## src/ppm_pkg.sv

```systemverilog
/*
 * Shared constants and state types of the power-management handshake block.
 * Assumes nothing of its surroundings.
 */
package ppm_pkg;

   // Function power state encoding
   localparam logic [1:0] PPM_D0     = 2'h0;
   localparam logic [1:0] PPM_D1     = 2'h1;
   localparam logic [1:0] PPM_D2     = 2'h2;
   localparam logic [1:0] PPM_D3HOT  = 2'h3;
   localparam logic [1:0] PPM_PS_RST = 2'h0;

   // Advertised fast-training-sequence count
   localparam logic [7:0] PPM_NFTS_COUNT = 8'hFF;

   // Link states, one-hot
   typedef enum logic [5:0] {
      PPM_LNK_TRAIN = 6'h01,
      PPM_LNK_L0    = 6'h02,
      PPM_LNK_L1ENT = 6'h04,
      PPM_LNK_L1    = 6'h08,
      PPM_LNK_L23   = 6'h10,
      PPM_LNK_L3    = 6'h20
   } ppm_link_e;

   // Turn-off handshake states, one-hot
   typedef enum logic [3:0] {
      PPM_TO_IDLE   = 4'h1,
      PPM_TO_NOTIFY = 4'h2,
      PPM_TO_ACK    = 4'h4,
      PPM_TO_OFF    = 4'h8
   } ppm_to_e;

endpackage

```

## src/ppm_hs_if.sv

```systemverilog
/*
 * Carrier between the link sequencer and the turn-off handshake.
 * Assumes both ends run on the same core clock.
 */
`timescale 1ns/1ps
`default_nettype none
interface ppm_hs_if;
   logic turnoff_msg;
   logic user_ack;
   logic turnoff_notice;
   logic to_ack_send;
   logic powered_off;

   modport seq (output turnoff_msg, output user_ack,
                input turnoff_notice, input to_ack_send, input powered_off);
   modport hs  (input turnoff_msg, input user_ack,
                output turnoff_notice, output to_ack_send, output powered_off);
endinterface
`default_nettype wire

```

## src/ppm_seq.sv

```systemverilog
/*
 * Power-management sequencer of the link: ASPM capability, programmed
 * L0/L1/L3 link states, function power state and request throttling.
 * Assumes every input comes from logic on the core clock.
 */
// Operation
// - Advertise fast-training-sequence count of 255
// - ASPM autonomous, L0s only, never L1
// - No ASPM in non-synchronous clocking mode
// - L0s only on first/second-generation builds
// - Programmed states L0, L1 and L3
// - Enter L0 only after training completes
// - Non-D0 power state write starts L1
// - Programmed power state on status output
// - Ready low outside D0, finish open packet
// - Exchange L1 entry packets without user
// - Turn-off message moves link to L23
// - Interrupt held until user acknowledges
// - Poll acknowledge, then send turn-off acknowledge
// - After handshake, close interfaces, disable layers
`timescale 1ns/1ps
`default_nettype none
module ppm_seq
   import ppm_pkg::*;
#(
   parameter bit SUPPORT_D1 = 1'b0,
   parameter bit SUPPORT_D2 = 1'b0
)(
   // Clock and reset
   input  wire logic       i_core_clk,
   input  wire logic       i_nrst,
   // Build options, static after reset
   input  wire logic       i_async_clk_mode,
   input  wire logic       i_gen3_target,
   // Link side
   input  wire logic       i_link_trained,
   input  wire logic       i_pwr_wr_valid,
   input  wire logic [1:0] i_pwr_wr_state,
   input  wire logic       i_l1_accepted,
   input  wire logic       i_turnoff_msg,
   // User request stream
   input  wire logic       i_rq_valid,
   input  wire logic       i_rq_last,
   // User handshake
   input  wire logic       i_power_change_ack,
   // Status and control outputs
   output logic [7:0]      o_nfts,
   output logic            o_aspm_l0s_en,
   output logic            o_aspm_l1_en,
   output logic [5:0]      o_link_state,
   output logic [1:0]      o_function_power_state,
   output logic            o_request_stream_ready,
   output logic            o_pm_enter_l1,
   output logic            o_turnoff_notice,
   output logic            o_turnoff_ack_send,
   output logic            o_layers_disabled
);

   ppm_hs_if hs_if ();

   ppm_link_e  link_ff;
   ppm_link_e  nxt_link;
   logic [1:0] pstate_ff;
   logic [1:0] nxt_pstate;
   logic       pkt_open_ff;
   logic       nxt_pkt_open;
   logic       ready_ff;
   logic       nxt_ready;
   logic       l1_req_ff;
   logic       nxt_l1_req;
   logic       cap_done_ff;
   logic       nxt_cap_done;
   logic       l0s_en_ff;
   logic       nxt_l0s_en;
   logic [7:0] nfts_ff;
   logic [7:0] nxt_nfts;
   logic       l1_en_ff;
   logic       nxt_l1_en;
   logic       wr_ok;
   logic       beat;

   // Unsupported D1/D2 writes are ignored, the state stays put
   assign wr_ok = i_pwr_wr_valid && ((i_pwr_wr_state == PPM_D0) || (i_pwr_wr_state == PPM_D3HOT) ||
                  ((i_pwr_wr_state == PPM_D1) && SUPPORT_D1) || ((i_pwr_wr_state == PPM_D2) && SUPPORT_D2));
   assign beat  = i_rq_valid && ready_ff;

   assign hs_if.turnoff_msg = i_turnoff_msg;
   assign hs_if.user_ack    = i_power_change_ack;

   ppm_turnoff u_turnoff (
      .i_core_clk (i_core_clk),
      .i_nrst     (i_nrst),
      .hs         (hs_if.hs)
   );

   // Power state and request throttling
   always_comb begin
      nxt_pstate = pstate_ff;
      if (wr_ok) begin
         nxt_pstate = i_pwr_wr_state;
      end
      nxt_pkt_open = pkt_open_ff;
      if (beat) begin
         nxt_pkt_open = !i_rq_last;
      end
      // An open packet keeps ready high so it is taken whole
      nxt_ready = ((nxt_pstate == PPM_D0) && (link_ff == PPM_LNK_L0) && !hs_if.powered_off) ||
                  (nxt_pkt_open && !hs_if.powered_off);
   end

   // Link state sequencing
   always_comb begin
      nxt_link   = link_ff;
      nxt_l1_req = 1'b0;
      if (hs_if.powered_off) begin
         nxt_link = PPM_LNK_L3;
      end else if (i_turnoff_msg || hs_if.turnoff_notice) begin
         nxt_link = PPM_LNK_L23;
      end else begin
         unique case (link_ff)
            PPM_LNK_TRAIN: begin
               if (i_link_trained) begin
                  nxt_link = PPM_LNK_L0;
               end
            end
            PPM_LNK_L0: begin
               if (!i_link_trained) begin
                  nxt_link = PPM_LNK_TRAIN;
               end else if ((pstate_ff != PPM_D0) && !pkt_open_ff) begin
                  nxt_link   = PPM_LNK_L1ENT;
                  nxt_l1_req = 1'b1;
               end
            end
            PPM_LNK_L1ENT: begin
               if (i_l1_accepted) begin
                  nxt_link = PPM_LNK_L1;
               end
            end
            PPM_LNK_L1: begin
               // Waits in L1 while training is lost, so L0 always follows a trained link
               if ((pstate_ff == PPM_D0) && i_link_trained) begin
                  nxt_link = PPM_LNK_L0;
               end
            end
            PPM_LNK_L23: begin
               nxt_link = PPM_LNK_L23;
            end
            PPM_LNK_L3: begin
               nxt_link = PPM_LNK_L3;
            end
            default: begin
               nxt_link = PPM_LNK_TRAIN;
            end
         endcase
      end
   end

   // Build options caught once, first cycle after reset release
   always_comb begin
      nxt_cap_done = 1'b1;
      nxt_l0s_en   = l0s_en_ff;
      // Held in flops so that every output leaves a register
      nxt_nfts     = PPM_NFTS_COUNT;
      nxt_l1_en    = 1'b0;
      if (!cap_done_ff) begin
         nxt_l0s_en = !i_async_clk_mode && !i_gen3_target;
      end
   end

   always_ff @(posedge i_core_clk or negedge i_nrst) begin
      if (!i_nrst) begin
         link_ff     <= PPM_LNK_TRAIN;
         pstate_ff   <= PPM_PS_RST;
         pkt_open_ff <= 1'b0;
         ready_ff    <= 1'b0;
         l1_req_ff   <= 1'b0;
         cap_done_ff <= 1'b0;
         l0s_en_ff   <= 1'b0;
         nfts_ff     <= PPM_NFTS_COUNT;
         l1_en_ff    <= 1'b0;
      end else begin
         link_ff     <= nxt_link;
         pstate_ff   <= nxt_pstate;
         pkt_open_ff <= nxt_pkt_open;
         ready_ff    <= nxt_ready;
         l1_req_ff   <= nxt_l1_req;
         cap_done_ff <= nxt_cap_done;
         l0s_en_ff   <= nxt_l0s_en;
         nfts_ff     <= nxt_nfts;
         l1_en_ff    <= nxt_l1_en;
      end
   end

   assign o_nfts                 = nfts_ff;
   assign o_aspm_l0s_en          = l0s_en_ff;
   assign o_aspm_l1_en           = l1_en_ff;
   assign o_link_state           = link_ff;
   assign o_function_power_state = pstate_ff;
   assign o_request_stream_ready = ready_ff;
   assign o_pm_enter_l1          = l1_req_ff;
   assign o_turnoff_notice       = hs_if.turnoff_notice;
   assign o_turnoff_ack_send     = hs_if.to_ack_send;
   assign o_layers_disabled      = hs_if.powered_off;

   nfts_fixed_a: assert property (@(posedge i_core_clk) disable iff (!i_nrst)
      o_nfts == 8'hFF)
      else $error("advertised fast-training count is not 255");

   no_aspm_a: assert property (@(posedge i_core_clk) disable iff (!i_nrst)
      cap_done_ff && (i_async_clk_mode || i_gen3_target) && $stable(i_async_clk_mode) |-> !l0s_en_ff)
      else $error("L0s offered in a configuration that forbids it");

   l0_after_train_a: assert property (@(posedge i_core_clk) disable iff (!i_nrst)
      $rose(link_ff == PPM_LNK_L0) |-> $past(i_link_trained) &&
      ($past(link_ff) == PPM_LNK_TRAIN || $past(link_ff) == PPM_LNK_L1))
      else $error("L0 reached without training");

   pstate_write_a: assert property (@(posedge i_core_clk) disable iff (!i_nrst)
      wr_ok |=> o_function_power_state == $past(i_pwr_wr_state))
      else $error("accepted power state write not shown");

   ready_gate_a: assert property (@(posedge i_core_clk) disable iff (!i_nrst)
      (pstate_ff != PPM_D0) && !pkt_open_ff && !(beat && !i_rq_last) && !wr_ok |=> !ready_ff)
      else $error("request ready high outside D0 with no open packet");

   open_pkt_kept_a: assert property (@(posedge i_core_clk) disable iff (!i_nrst)
      beat && !i_rq_last && !hs_if.powered_off ##1 !hs_if.powered_off |-> ready_ff)
      else $error("open packet cut off");

   l1_entry_a: assert property (@(posedge i_core_clk) disable iff (!i_nrst)
      link_ff == PPM_LNK_L1ENT && !i_l1_accepted && !i_turnoff_msg && !hs_if.turnoff_notice
      |=> link_ff == PPM_LNK_L1ENT)
      else $error("L1 entered before link partner agreed");

   l23_entry_a: assert property (@(posedge i_core_clk) disable iff (!i_nrst)
      i_turnoff_msg && !o_turnoff_notice && !o_turnoff_ack_send && !hs_if.powered_off
      |=> link_ff == PPM_LNK_L23 && o_turnoff_notice)
      else $error("turn-off message did not move link to L23");

endmodule
`default_nettype wire

```

## src/ppm_turnoff.sv

```systemverilog
/*
 * Turn-off handshake: notice to the user, wait for acknowledge,
 * send turn-off acknowledge upstream, then stay off.
 * Assumes single-cycle turn-off message pulses on the core clock.
 */
`timescale 1ns/1ps
`default_nettype none
module ppm_turnoff
   import ppm_pkg::*;
(
   // Clock and reset
   input  wire logic i_core_clk,
   input  wire logic i_nrst,
   // Sequencer side
   ppm_hs_if.hs      hs
);

   ppm_to_e state_ff;
   ppm_to_e nxt_state;
   logic    notice_ff;
   logic    nxt_notice;
   logic    ack_send_ff;
   logic    nxt_ack_send;
   logic    off_ff;
   logic    nxt_off;

   always_comb begin
      nxt_state    = state_ff;
      nxt_ack_send = 1'b0;
      unique case (state_ff)
         PPM_TO_IDLE: begin
            if (hs.turnoff_msg) begin
               nxt_state = PPM_TO_NOTIFY;
            end
         end
         PPM_TO_NOTIFY: begin
            // Acknowledge polled every cycle
            if (hs.user_ack) begin
               nxt_state    = PPM_TO_ACK;
               nxt_ack_send = 1'b1;
            end
         end
         PPM_TO_ACK: begin
            nxt_state = PPM_TO_OFF;
         end
         PPM_TO_OFF: begin
            // Only reset leaves the off state
            nxt_state = PPM_TO_OFF;
         end
         default: begin
            nxt_state = PPM_TO_IDLE;
         end
      endcase
      nxt_notice = (nxt_state == PPM_TO_NOTIFY);
      nxt_off    = (nxt_state == PPM_TO_OFF);
   end

   always_ff @(posedge i_core_clk or negedge i_nrst) begin
      if (!i_nrst) begin
         state_ff    <= PPM_TO_IDLE;
         notice_ff   <= 1'b0;
         ack_send_ff <= 1'b0;
         off_ff      <= 1'b0;
      end else begin
         state_ff    <= nxt_state;
         notice_ff   <= nxt_notice;
         ack_send_ff <= nxt_ack_send;
         off_ff      <= nxt_off;
      end
   end

   assign hs.turnoff_notice = notice_ff;
   assign hs.to_ack_send    = ack_send_ff;
   assign hs.powered_off    = off_ff;

   notice_hold_a: assert property (@(posedge i_core_clk) disable iff (!i_nrst)
      notice_ff && !hs.user_ack |=> notice_ff)
      else $error("turn-off notice dropped before acknowledge");

   ack_sends_msg_a: assert property (@(posedge i_core_clk) disable iff (!i_nrst)
      notice_ff && hs.user_ack |=> ack_send_ff && !notice_ff ##1 off_ff && !ack_send_ff)
      else $error("acknowledge did not lead to turn-off acknowledge then off");

   off_sticky_a: assert property (@(posedge i_core_clk) disable iff (!i_nrst)
      off_ff |=> off_ff && !notice_ff)
      else $error("left the powered-off state");

endmodule
`default_nettype wire

```

## config.mk

```make
export PLATFORM = sky130hd
export DESIGN_NAME = ppm_seq
export DESIGN_NICKNAME = d
export VERILOG_FILES = /design/src/ppm_pkg.sv /design/src/ppm_hs_if.sv /design/src/ppm_seq.sv /design/src/ppm_turnoff.sv
export SDC_FILE = /design/constraint.sdc
export NUM_CORES = 1
export LEC_CHECK = 0
export ABC_AREA = 1
export BUFFER_PORTS_ARGS = -buffer_cell sky130_fd_sc_hd__buf_2
export CAP_MARGIN = 15
export CELL_PAD_IN_SITES_DETAIL_PLACEMENT = 1
export CELL_PAD_IN_SITES_GLOBAL_PLACEMENT = 2
export CORE_ASPECT_RATIO = 0.8
export CORE_MARGIN = 3
export CORE_UTILIZATION = 27
export CTS_BUF_LIST = sky130_fd_sc_hd__clkbuf_16
export CTS_CLUSTER_DIAMETER = 40
export DETAILED_ROUTE_END_ITERATION = 10
export GPL_ROUTABILITY_DRIVEN = 1
export GPL_TIMING_DRIVEN = 0
export PLACE_DENSITY_LB_ADDON = 0.1
export SLEW_MARGIN = 15
export SYNTH_ARGS = -nofsm -noshare
export SYNTH_HDL_FRONTEND = slang
export SYNTH_SLANG_ARGS = --single-unit
```

## constraint.sdc

```tcl
create_clock -name i_core_clk -period 1.7 [get_ports i_core_clk]
set_clock_uncertainty 0.2 [all_clocks]
set_input_delay 0.51 -clock i_core_clk [delete_from_list [all_inputs] [get_ports i_core_clk]]
set_output_delay 0.51 -clock i_core_clk [all_outputs]
set_load 0.01 [all_outputs]
```

# After elaboration in Yosys (flattened, before gate mapping)
# Index checks and enable logic that the tools add are counted.
[totals]
mem_count = 0
ramBits = 0
inputBits = 13
wordCells = 70
regBits = 20
mem_bits_ro = 0
latch_bits = 0
[op_classes]
addsub = 0
bitwise_logic = 0
div_mod_pow = 0
n_reduce_logical = 22
magnitude_cmp = 0
mux = 20
n_shift = 0
n_mul = 0
eq_ne = 17
[ops]
columns = ["operator", "count"]
rows = [
  ["2-to-1 mux 6 bit", 7],
  ["case mux 6 bit (6 select lines)", 1],
  ["!= test 4 x 3 -> 1 bit, second input constant", 3],
  ["case mux 4 bit (3 select lines)", 1],
  ["== test 4 x 2 -> 1 bit, second input constant", 2],
  ["== test 4 bit, second input constant", 2],
  ["logical AND 1 bit", 8],
  ["2-to-1 mux 1 bit", 8],
  ["2-to-1 mux 4 bit", 2],
  ["== test 6 x 1 -> 1 bit, second input constant", 1],
  ["== test 6 x 2 -> 1 bit, second input constant", 1],
  ["== test 6 x 3 -> 1 bit, second input constant", 1],
  ["== test 6 x 4 -> 1 bit, second input constant", 1],
  ["== test 6 x 5 -> 1 bit, second input constant", 1],
  ["== test 6 bit, second input constant", 1],
  ["zero test 2 bit", 3],
  ["zero test 1 bit", 5],
  ["!= test 5 x 2 -> 1 bit, second input constant", 1],
  ["== test 4 x 1 -> 1 bit, second input constant", 1],
  ["== test 4 x 3 -> 1 bit, second input constant", 1],
  ["AND reduction 4 bit", 1],
  ["logical OR 1 bit", 3],
  ["== test 2 bit, second input constant", 1],
  ["2-to-1 mux 2 bit", 1],
  ["2 further kinds", 2],
]

# Logic depth before layout (Yosys ltp)
# Gate-level depths: netlist (run 1).
[depth]
ltp_word = 8
mapped_depth = 9
ltp_nobuf = 9

# By module
# From an unflattened synthesis (run 1), not the netlist that was laid out.
[hier_totals]
cells_unflattened = 135
hier_area_um2 = 1101.1
[modules_own_cells]
columns = ["mod", "n_inst", "area_each_um2", "cells_each", "seq_area_each_um2"]
rows = [
  ["ppm_seq", 1, 803.3, 103, 326.6],
  ["ppm_turnoff", 1, 297.8, 32, 176.4],
]

# Least setup slack after synthesis (run 1)
# OpenSTA, ideal clock, no wires.
[synth_timing]
kind = "input to register"
from = "in i_turnoff_msg"
to = "reg link_ff[2], in the netlist o_link_state[2]"
arrival_time_ps = 1168
t_required_ps = 1422
path_slack_ps = 254
path_stages = 6
path_buffers = 0
path_cell_list = "nor2_1 > inv_2 > nor2_2 > inv_2 > nor3b_2 > o21bai_1"
[synth_via]
elab_chain_len = 3
[synth_rtl]
columns = ["item", "line_no", "rtl"]
rows = [
  ["start: declaration", "ppm_seq.sv:40", "input wire logic i_turnoff_msg,"],
  ["logical OR 1 bit (*)", "ppm_seq.sv:117", "end else if (i_turnoff_msg || hs_if.turnoff_notice) begin"],
  ["!= test 5 x 2 -> 1 bit (no source line) (tied with other cells)", "-", ""],
  ["AND reduction 4 bit (no source line) or 2-to-1 mux 6 bit (tied branches)", "-", ""],
  ["end signal: assignment", "ppm_seq.sv:182", "link_ff <= nxt_link;"],
  ["end: declaration", "ppm_seq.sv:61", "ppm_link_e link_ff;"],
]
# Mark *: on every way between the ends. The rest lies on a longest branch, timed or not.
# A chain may end at the register's enable or synchronous reset.

# Worst setup path in the final report (run 1)
[layout_timing]
from = "reg link_ff[0], in the netlist o_link_state[0]"
to = "out o_link_state[0]"
[layout_lines]
columns = ["item", "line_no", "rtl"]
rows = [
  ["end: declaration", "ppm_seq.sv:50", "output logic [5:0] o_link_state,"],
]
# No word-level cell between the ends.

==> metrics, run 1 <==
status completed; DRT Pass-1 Iters 3; Die Wd 75.7 um; final critical-path required period 1660 ps; CP Max Fanout 4; Worst Setup Path Type flip-flop to primary output; Synth Instances 124; first-pass GRT wire length 3850 um; PortBufs 26; Total GRT Usage 11.4%; RSZ-0062 raised after global routing no; fraction of registers with async set/reset 100%; FF-to-FF path depth 8; Flop pwr share 37.6%; crit path cell chain buf_2; crit-path max cell delay 560 ps; fmax 604 MHz; vias 892; critical path data arrival time 950 ps; Initial Util 29.4%; WL per Instance 11.9 um; r2r endpoint o_link_state[3]; RePlAce Congestion 0.726; Starting DRT DRC Count 23; Via density 4.35; CP endpoint kind primary output; CP max-delay cell dfstp_2; Critical path buffers and inverters 1; maxcap violations 0; CTS tree yes; largest net degree at the start of global routing 21; R2R Path Start o_link_state[5]; Period Utilization, post-route 97.5%; post-synth cell types 25; Worst-Skew Late Latency 250 ps; Hold Crit Class primary input to asynchronous set/reset pin; Worst-path clk slew 60 ps; DRC Markers 0; Final Hold Vio Count 0; WP data required 990 ps; power share of the combinational group 25.0%; Syn Std Cell Area 0.00105 sq mm; number of global-route vias before repair 889; die footprint 0.00467 sq mm; total grt overflow 0; Core Area 0.00357 sq mm; CTS Sinks 20; Synth warnings 0; # nets final 177; top_reg_cell synth dfrtp_1; Design Power 0.00171 W; Ports 36; FP Rows 19; dpl hpwl 1970 um; P_leak 0.768 nW; R2R Setup Slk 160 ps; CTS buffer count 3; initial antenna violation count 0; Worst setup SP type flip-flop; switching pwr 0.000499 W; antenna viol nets, final 0; sw frac 29.3%; delay-heaviest family, CP flip-flops; most common cell after layout, fill and taps aside buf_2; total internal power 0.00121 W; share of layout cells above drive strength 1 35.6%; register area share after synthesis 48.0%; Post-Route WL 2430 um; htree depth 1; Seq cells post-synth 20; PwrDens 1240 mW/mm^2; CTS root buffer clkbuf_16; area grow syn2layout 31.0%; number of synthesized flops with an enable pin 0; die height 61.7 um; setup violation total in the final timing report 0; Clk pwr share 37.4%; # hold bufs at CTS 0; synthesized area per cell 8.46 sq um; most frequent cells in the layout buf_2 (26), inv_1 (18), dfrtp_1 (18), nor2_1 (16), nand2_1 (14); n_diodes 0; setup_tns 0 ps; Clock Tree Buf Depth 2; Final Max Tran Viols 0; VDD IR max 818 uV
-- cell usage after synthesis, drive strengths merged (2+ instances only) --
| cell | n | share of area [%] |
|---|---|---|
| a211oi | 2 | 1.4 |
| a21oi | 4 | 1.9 |
| dfstp | 2 | 5.0 |
| buf | 9 | 6.4 |
| conb | 2 | 0.72 |
| nor2 | 21 | 9.7 |
| inv | 23 | 8.2 |
| dfrtp | 18 | 43 |
| o22ai | 2 | 1.2 |
| o21ai | 4 | 1.9 |
| nand4 | 4 | 2.4 |
| nor3b | 2 | 1.9 |
| o21bai | 2 | 1.4 |
| nand3 | 10 | 5.3 |
| nand2 | 17 | 7.3 |
-- power by group through the flow --
stage,sequential (W),clock [W],combinational [W]
after floorplan,0.000665,0,0.000261
after global placement,0.000645,0,0.000416
after CTS,0.000643,0.000658,0.000426
final,0.000641,0.000638,0.000427
after detailed placement,0.000649,0,0.000422
after global routing,0.000655,0.000682,0.000491
-- per-stage QoR --
stage | instances | cell area, sq um | worst slack (ps) | utilization, % | hold WS, ps
after CTS | 204 | 1370 | 28.2 | 38.3 | 26.6
final | 205 | 1370 | 43.2 | 38.5 | 1.78
after floorplan | 132 | 1080 | 254 | - | 14.4
after detailed placement | 200 | 1260 | 3.76 | 35.4 | 251
after global placement | 200 | 1260 | 32.8 | 35.4 | 234
after global routing | 205 | 1370 | 14.8 | 38.5 | 40.5
-- per-layer routing --
metal  track usage, %  wire length, um
met1             14.2             1100
met2             19.3             1170
met3             4.02              153
met4             2.24               11
met5                0                0
-- worst reg2reg max path, cell delays in order (launching register included) --
cell     delay [ps]
dfrtp_1         420
nor2_4          230
nand2_4          80
nor3_4          140
nand2_1         100
nand3_2         120
nand2_1          60
nand2_1          50
nor2_1           40
-- kinds of logic (layout without fill, tap and decap cells) --
| logic type | count (synthesis) | after routing | synth area share (%) |
|---|---|---|---|
| simple gates | 55 | 55 | 28.0 |
| buf+inv | 32 | 63 | 14.7 |
| flops | 20 | 20 | 48.0 |
| compound gates | 15 | 15 | 8.59 |
| other cells | 2 | 10 | 0.716 |
-- flip-flops by register name (all words and copies together) (netlist names) --
name                         count
u_turnoff.state_ff               4
cap_done_ff                      1
u_turnoff.hs.powered_off         1
o_request_stream_ready           1
o_pm_enter_l1                    1
o_link_state                     6
pkt_open_ff                      1
o_function_power_state           2
u_turnoff.hs.to_ack_send         1
o_aspm_l0s_en                    1
u_turnoff.hs.turnoff_notice      1
-- what timing repair did --
action | 4_1_cts | 5_1_grt
endpoints found under the setup margin | 0 | 1
resized for setup | 0 | 0
setup buffers | 0 | 1
-- final cells by class --
cell class	count	area, sq um
Fill cell	447	2190
Sequential cell	20	503
Multi-Input combinational cell	80	422
Timing Repair Buffer	27	138
Inverter	23	86.3
Clock buffer	3	75.1
Buffer	9	67.6
Tap cell	42	52.6
Clock inverter	1	30.0
-- worst max path at each step --
stage | startpoint | endpoint | slack, ps | cells after the start
after floorplan | i_turnoff_msg | o_link_state[2] | 250 | 6
after global placement | i_turnoff_msg | o_link_state[2] | 30 | 7
after detailed placement | i_turnoff_msg | o_link_state[2] | 4 | 7
after CTS | o_link_state[0] | o_link_state[0] | 30 | 1
after global routing | o_link_state[0] | o_link_state[0] | 10 | 1
final | o_link_state[0] | o_link_state[0] | 40 | 1
No activity file was read; power rests on OpenSTA's default activity.
==> run 2, diff against run 1 <==
--- a/config.mk
+++ b/config.mk
@@ -5,14 +5,13 @@
 export SDC_FILE = /design/constraint.sdc
 export NUM_CORES = 1
 export LEC_CHECK = 0
-export ABC_AREA = 1
 export BUFFER_PORTS_ARGS = -buffer_cell sky130_fd_sc_hd__buf_2
 export CAP_MARGIN = 15
 export CELL_PAD_IN_SITES_DETAIL_PLACEMENT = 1
 export CELL_PAD_IN_SITES_GLOBAL_PLACEMENT = 2
 export CORE_ASPECT_RATIO = 0.8
 export CORE_MARGIN = 3
-export CORE_UTILIZATION = 27
+export CORE_UTILIZATION = 28
 export CTS_BUF_LIST = sky130_fd_sc_hd__clkbuf_16
 export CTS_CLUSTER_DIAMETER = 40
 export DETAILED_ROUTE_END_ITERATION = 10
==> metrics, run 2 <==
status finished, violations left; failing checks setup timing; VDD IR max 497 uV; largest net degree at the start of global routing 21; n_diodes 0; area grow syn2layout 35.0%; max FFs per register 6; Synth Instances 104; Worst Setup Path Type flip-flop to flip-flop; fmax 511 MHz; PortBufs 26; fraction of registers with async set/reset 100%; setup_tns -664 ps; initial antenna violation count 0; CTS buffer count 3; Total GRT Usage 11.9%; P_leak 0.647 nW; CP endpoint kind flip-flop; dpl hpwl 1880 um; R2R Setup Slk -260 ps; synthesized area per cell 9.87 sq um; final worst setup slack -258 ps; Final Hold Vio Count 0; number of synthesized flops with an enable pin 0; Via density 4.66; Finished Layout Cells 188; Initial Util 29.6%; Final Max Tran Viols 0; most area-hungry cell type in the Yosys netlist dfrtp_1; RSZ-0062 raised after global routing yes; number of global-route vias before repair 894; Period Utilization, post-route 115%; Synth warnings 0; total grt overflow 0; WP data required 1660 ps; post-synth cell types 36; top cell type's share of synthesized area 43.9%; pre-CTS setup slack -365 ps; Syn Std Cell Area 0.00103 sq mm; antenna viol nets, final 0; Core Area 0.00347 sq mm; Worst setup SP type flip-flop; FP Rows 19; Final Util 39.9%; most frequent cells after synthesis dfrtp_1 (18), nor2_1 (12), a21oi_1 (9), buf_4 (9), nor3_1 (7); FF-to-FF path depth 3; Seq cells post-synth 20; R2R Path Start o_link_state[3]; Worst-path clk slew 50 ps; most frequent cells in the layout buf_2 (26), dfrtp_1 (17), buf_4 (16), nor2_1 (12), conb_1 (10); Synth area leaders dfrtp_1 (44%), buf_4 (6.6%), dfstp_2 (5.1%); Post-Route WL 2480 um; register area share after synthesis 49.0%; Hold Crit Class primary input to asynchronous set/reset pin; RePlAce Congestion 0.881; # nets final 160; Clock Tree Buf Depth 2; PwrDens 1130 mW/mm^2; critical path data arrival time 1920 ps; share of layout cells above drive strength 1 38.4%; most numerous cell in the Yosys netlist dfrtp_1; Inst Count DP 180; maxcap violations 0; vias 876; top_reg_cell synth dfrtp_1; Worst-Skew Late Latency 250 ps; Design Power 0.00157 W; fillers 426; final critical-path required period 1960 ps; die height 60.1 um; CTS Sinks 20; CP Max Fanout 5; most common cell after layout, fill and taps aside buf_2; DRC Markers 0; r2r endpoint o_request_stream_ready; CTS root buffer clkbuf_16; first-pass GRT wire length 4060 um; Ports 36; Starting DRT DRC Count 42; Die Wd 73.7 um; setup violation total in the final timing report 4; DRT Pass-1 Iters 4; WL per Instance 13.2 um; die footprint 0.00443 sq mm; htree depth 1; CTS tree yes
-- run 2: cell types whose count changed after synthesis, sizes merged, moves of 4 or more --
cell   before  now
a21oi       4    9
inv        23    2
nand2      17    4
nand3      10    3
nor2       21   12
nor3        1    7
nor4b       0    4
xnor2       0    4
-- run 2: stage by stage --
step	hold WS, ps	cell area [sq um]
after floorplan	14.4	1060
after global placement	233	1240
after detailed placement	246	1240
after CTS	23.6	1350
after global routing	43.8	1390
final	0.876	1390
-- run 2: where the power goes --
group	leakage [nW]	internal (W)	switching (W)	total [W]
registers	0.251	0.000576	0.0000841	0.000660
logic	0.357	0.000194	0.000237	0.000431
clock network	0.0385	0.000313	0.000167	0.000479
total	0.647	0.00108	0.000488	0.00157
-- run 2: repair_timing --
item,CTS,global route
hold buffers,0,0
endpoints found under the setup margin,6,7
setup buffers,2,4
pin swaps,4,2
resized for setup,6,5
-- run 2: area by class of cell --
class	count	area [sq um]	area share (%)
sequential	20	504	36.4
multi-input combinational	76	484	35.0
timing repair buffer	32	175	12.6
buffer	12	82.6	5.96
clock buffer	3	75.1	5.42
tap	42	52.6	3.79
inverter	2	7.51	0.542
clock inverter	1	3.75	0.271
-- run 2: worst max path at each step --
stage,slack [ps],startpoint,end,cells after the start
after floorplan,-350,o_link_state[2],o_request_stream_ready,4
after global placement,-360,o_link_state[3],o_request_stream_ready,4
after detailed placement,-360,o_link_state[3],o_request_stream_ready,4
after CTS,-320,o_link_state[2],o_request_stream_ready,4
after global routing,-290,o_link_state[3],o_request_stream_ready,3
final,-260,o_link_state[3],o_request_stream_ready,3
-- run 2: layer usage --
layer  vias to the layer above  GRT usage [%]  share of wire, %
met1                       411           16.1                47
met4                         0          0.775                 0
met5                         -              0                 0
met3                         0           4.03               6.8
met2                        27           19.4                46
li1                        438              -                 -
-- run 2: logic make-up (layout without fill, tap and decap cells) --
| kind of cell | count (synthesis) | after routing | synth area share (%) |
|---|---|---|---|
| and+or+nand+nor | 41 | 41 | 22.7 |
| AOI/OAI and AO/OA | 21 | 21 | 14.1 |
| DFF | 20 | 20 | 49.0 |
| buffers and inverters | 16 | 50 | 10.0 |
| xor gates and xnor gates | 4 | 4 | 3.41 |
| other | 2 | 10 | 0.732 |
-- run 2: worst max-delay path, cell delays in order, from the launching register on --
cell and delay [ps]:
dfrtp_2 440, or4_4 520, or4b_4 490, o31ai_2 220
==> run 3, diff against run 2 <==
==> constraint.sdc (replaced) <==
create_clock -name i_core_clk -period 1.7 [get_ports i_core_clk]
set_clock_uncertainty 0.2 [all_clocks]
set_input_delay 0.34 -clock i_core_clk [delete_from_list [all_inputs] [get_ports i_core_clk]]
set_output_delay 0.34 -clock i_core_clk [all_outputs]
set_load 0.01 [all_outputs]
==> metrics, run 3 (synthesis gave the netlist of run 2 again) <==
status finished, violations left; failing checks setup timing; Initial Util 29.6%; DRT Pass-1 Iters 4; Worst Hold Launch i_gen3_target; WL per Instance 13.2 um; PwrDens 1130 mW/mm^2; vias 878; number of global-route vias before repair 900; WP data required 1660 ps; initial antenna violation count 0; area grow syn2layout 36.0%; setup_tns -675 ps; CP endpoint kind flip-flop; RePlAce Congestion 0.881; total internal power 0.00108 W; critical path data arrival time 1920 ps; fillers 424; switching pwr 0.000489 W; maxcap violations 0; htree depth 1; pre-CTS setup slack -365 ps; Clock Tree Buf Depth 2; Ports 36; n_diodes 0; most common cell after layout, fill and taps aside buf_2; CTS Sinks 20; setup violation total in the final timing report 4; RSZ-0062 raised after global routing yes; VDD IR max 497 uV; R2R Path Start o_link_state[3]; Worst setup SP type flip-flop; P_leak 0.651 nW; CTS buffer count 3; final critical-path required period 1960 ps; Period Utilization, post-route 115%; Worst Setup Path Type flip-flop to flip-flop; Post-Route WL 2500 um; die height 60.1 um; fmax 510 MHz; Hold Crit Class primary input to flip-flop; Final Hold Vio Count 0; PortBufs 26; Starting DRT DRC Count 29; share of layout cells above drive strength 1 38.1%; Flop pwr share 42.0%; Register Area 504 sq um; die footprint 0.00443 sq mm; Final Max Tran Viols 0; multi-input logic area 484 sq um; total grt overflow 0; # nets final 161; antenna viol nets, final 0; sw frac 31.1%; Clk pwr share 30.5%; Design Power 0.00157 W; CP Max Fanout 5; largest net degree at the start of global routing 21; Via density 4.65; FP Rows 19; max FFs per register 6; Core Area 0.00347 sq mm; final worst setup slack -260 ps; Critical Path Source o_link_state[3]; first-pass GRT wire length 4070 um; dpl hpwl 1880 um; Total GRT Usage 12.0%; Worst-path clk slew 60 ps; DRC Markers 0; power share of the combinational group 27.5%; CTS tree yes; Die Wd 73.7 um; CTS root buffer clkbuf_16; most frequent cells in the layout buf_2 (26), dfrtp_1 (17), buf_4 (16), nor2_1 (12), conb_1 (10); Worst-Skew Late Latency 250 ps
==> run 3: cell types whose count changed in the layout (fill, tap and decap cells not counted), sizes merged <==
| cell | before | now |
|---|---|---|
| dlygate4sd3 | 0 | 1 |
==> run 3: area by class of cell <==
class	instances	share of cell area, %
plain buffers	12	5.92
clock buffers	3	5.38
clock inverters	1	0.269
inverters	2	0.538
multi-input cells	76	34.7
flip-flops and latches	20	36.1
well taps	42	3.77
repair buffers	33	13.3
==> run 3: power groups by stage <==
stage | clock (W) | combinational, W | sequential (W)
2_1_floorplan | 0 | 0.000249 | 0.000674
3_3_place_gp | 0 | 0.000395 | 0.000665
3_5_place_dp | 0 | 0.000402 | 0.000669
4_1_cts | 0.000493 | 0.000426 | 0.000662
5_1_grt | 0.000527 | 0.000484 | 0.000678
6_report | 0.000480 | 0.000433 | 0.000660
==> run 3: what timing repair did <==
| item | in CTS | in global routing |
|---|---|---|
| endpoints found under the setup margin | 6 | 6 |
| setup buffers | 2 | 4 |
| gates resized for setup | 6 | 5 |
| hold endpoints to repair | 18 | 0 |
| hold buffers | 1 | 0 |
| pin swaps | 4 | 2 |
==> run 3: metal layers <==
metal	up-vias	track usage (%)	wire [um]
met5	-	0	0
met2	25	19.6	1140
met3	0	4.03	163
met1	413	16.1	1190
met4	0	0.775	0
li1	440	-	-
==> run 3: final timing paths <==
| kind | endpoint | slack [ps] | cells past startpoint |
|---|---|---|---|
| hold / removal | o_aspm_l0s_en | 70 | 2 |
| setup reg to reg | o_request_stream_ready | -260 | 3 |
| min in group asynchronous | o_aspm_l0s_en | 370 | 2 |
| setup / recovery | o_request_stream_ready | -260 | 3 |
| hold reg to reg | o_aspm_l0s_en | 250 | 1 |
| max in group asynchronous | u_turnoff.state_ff[0] | 590 | 2 |
==> run 3: through the flow <==
step                      instance area (sq um)  cells  utilization (%)  hold slack [ps]
after floorplan                            1060    112                -             -156
after global placement                     1240    180             35.7              114
final                                      1400    189             40.2             65.7
after CTS                                  1360    186             39.2             65.5
after detailed placement                   1240    180             35.7              125
after global routing                       1400    189             40.2             79.3
==> run 3: critical path, stage by stage (launching register included) <==
cell	delay (ps)
dfrtp_2	440
or4_4	520
or4b_4	490
o31ai_2	220
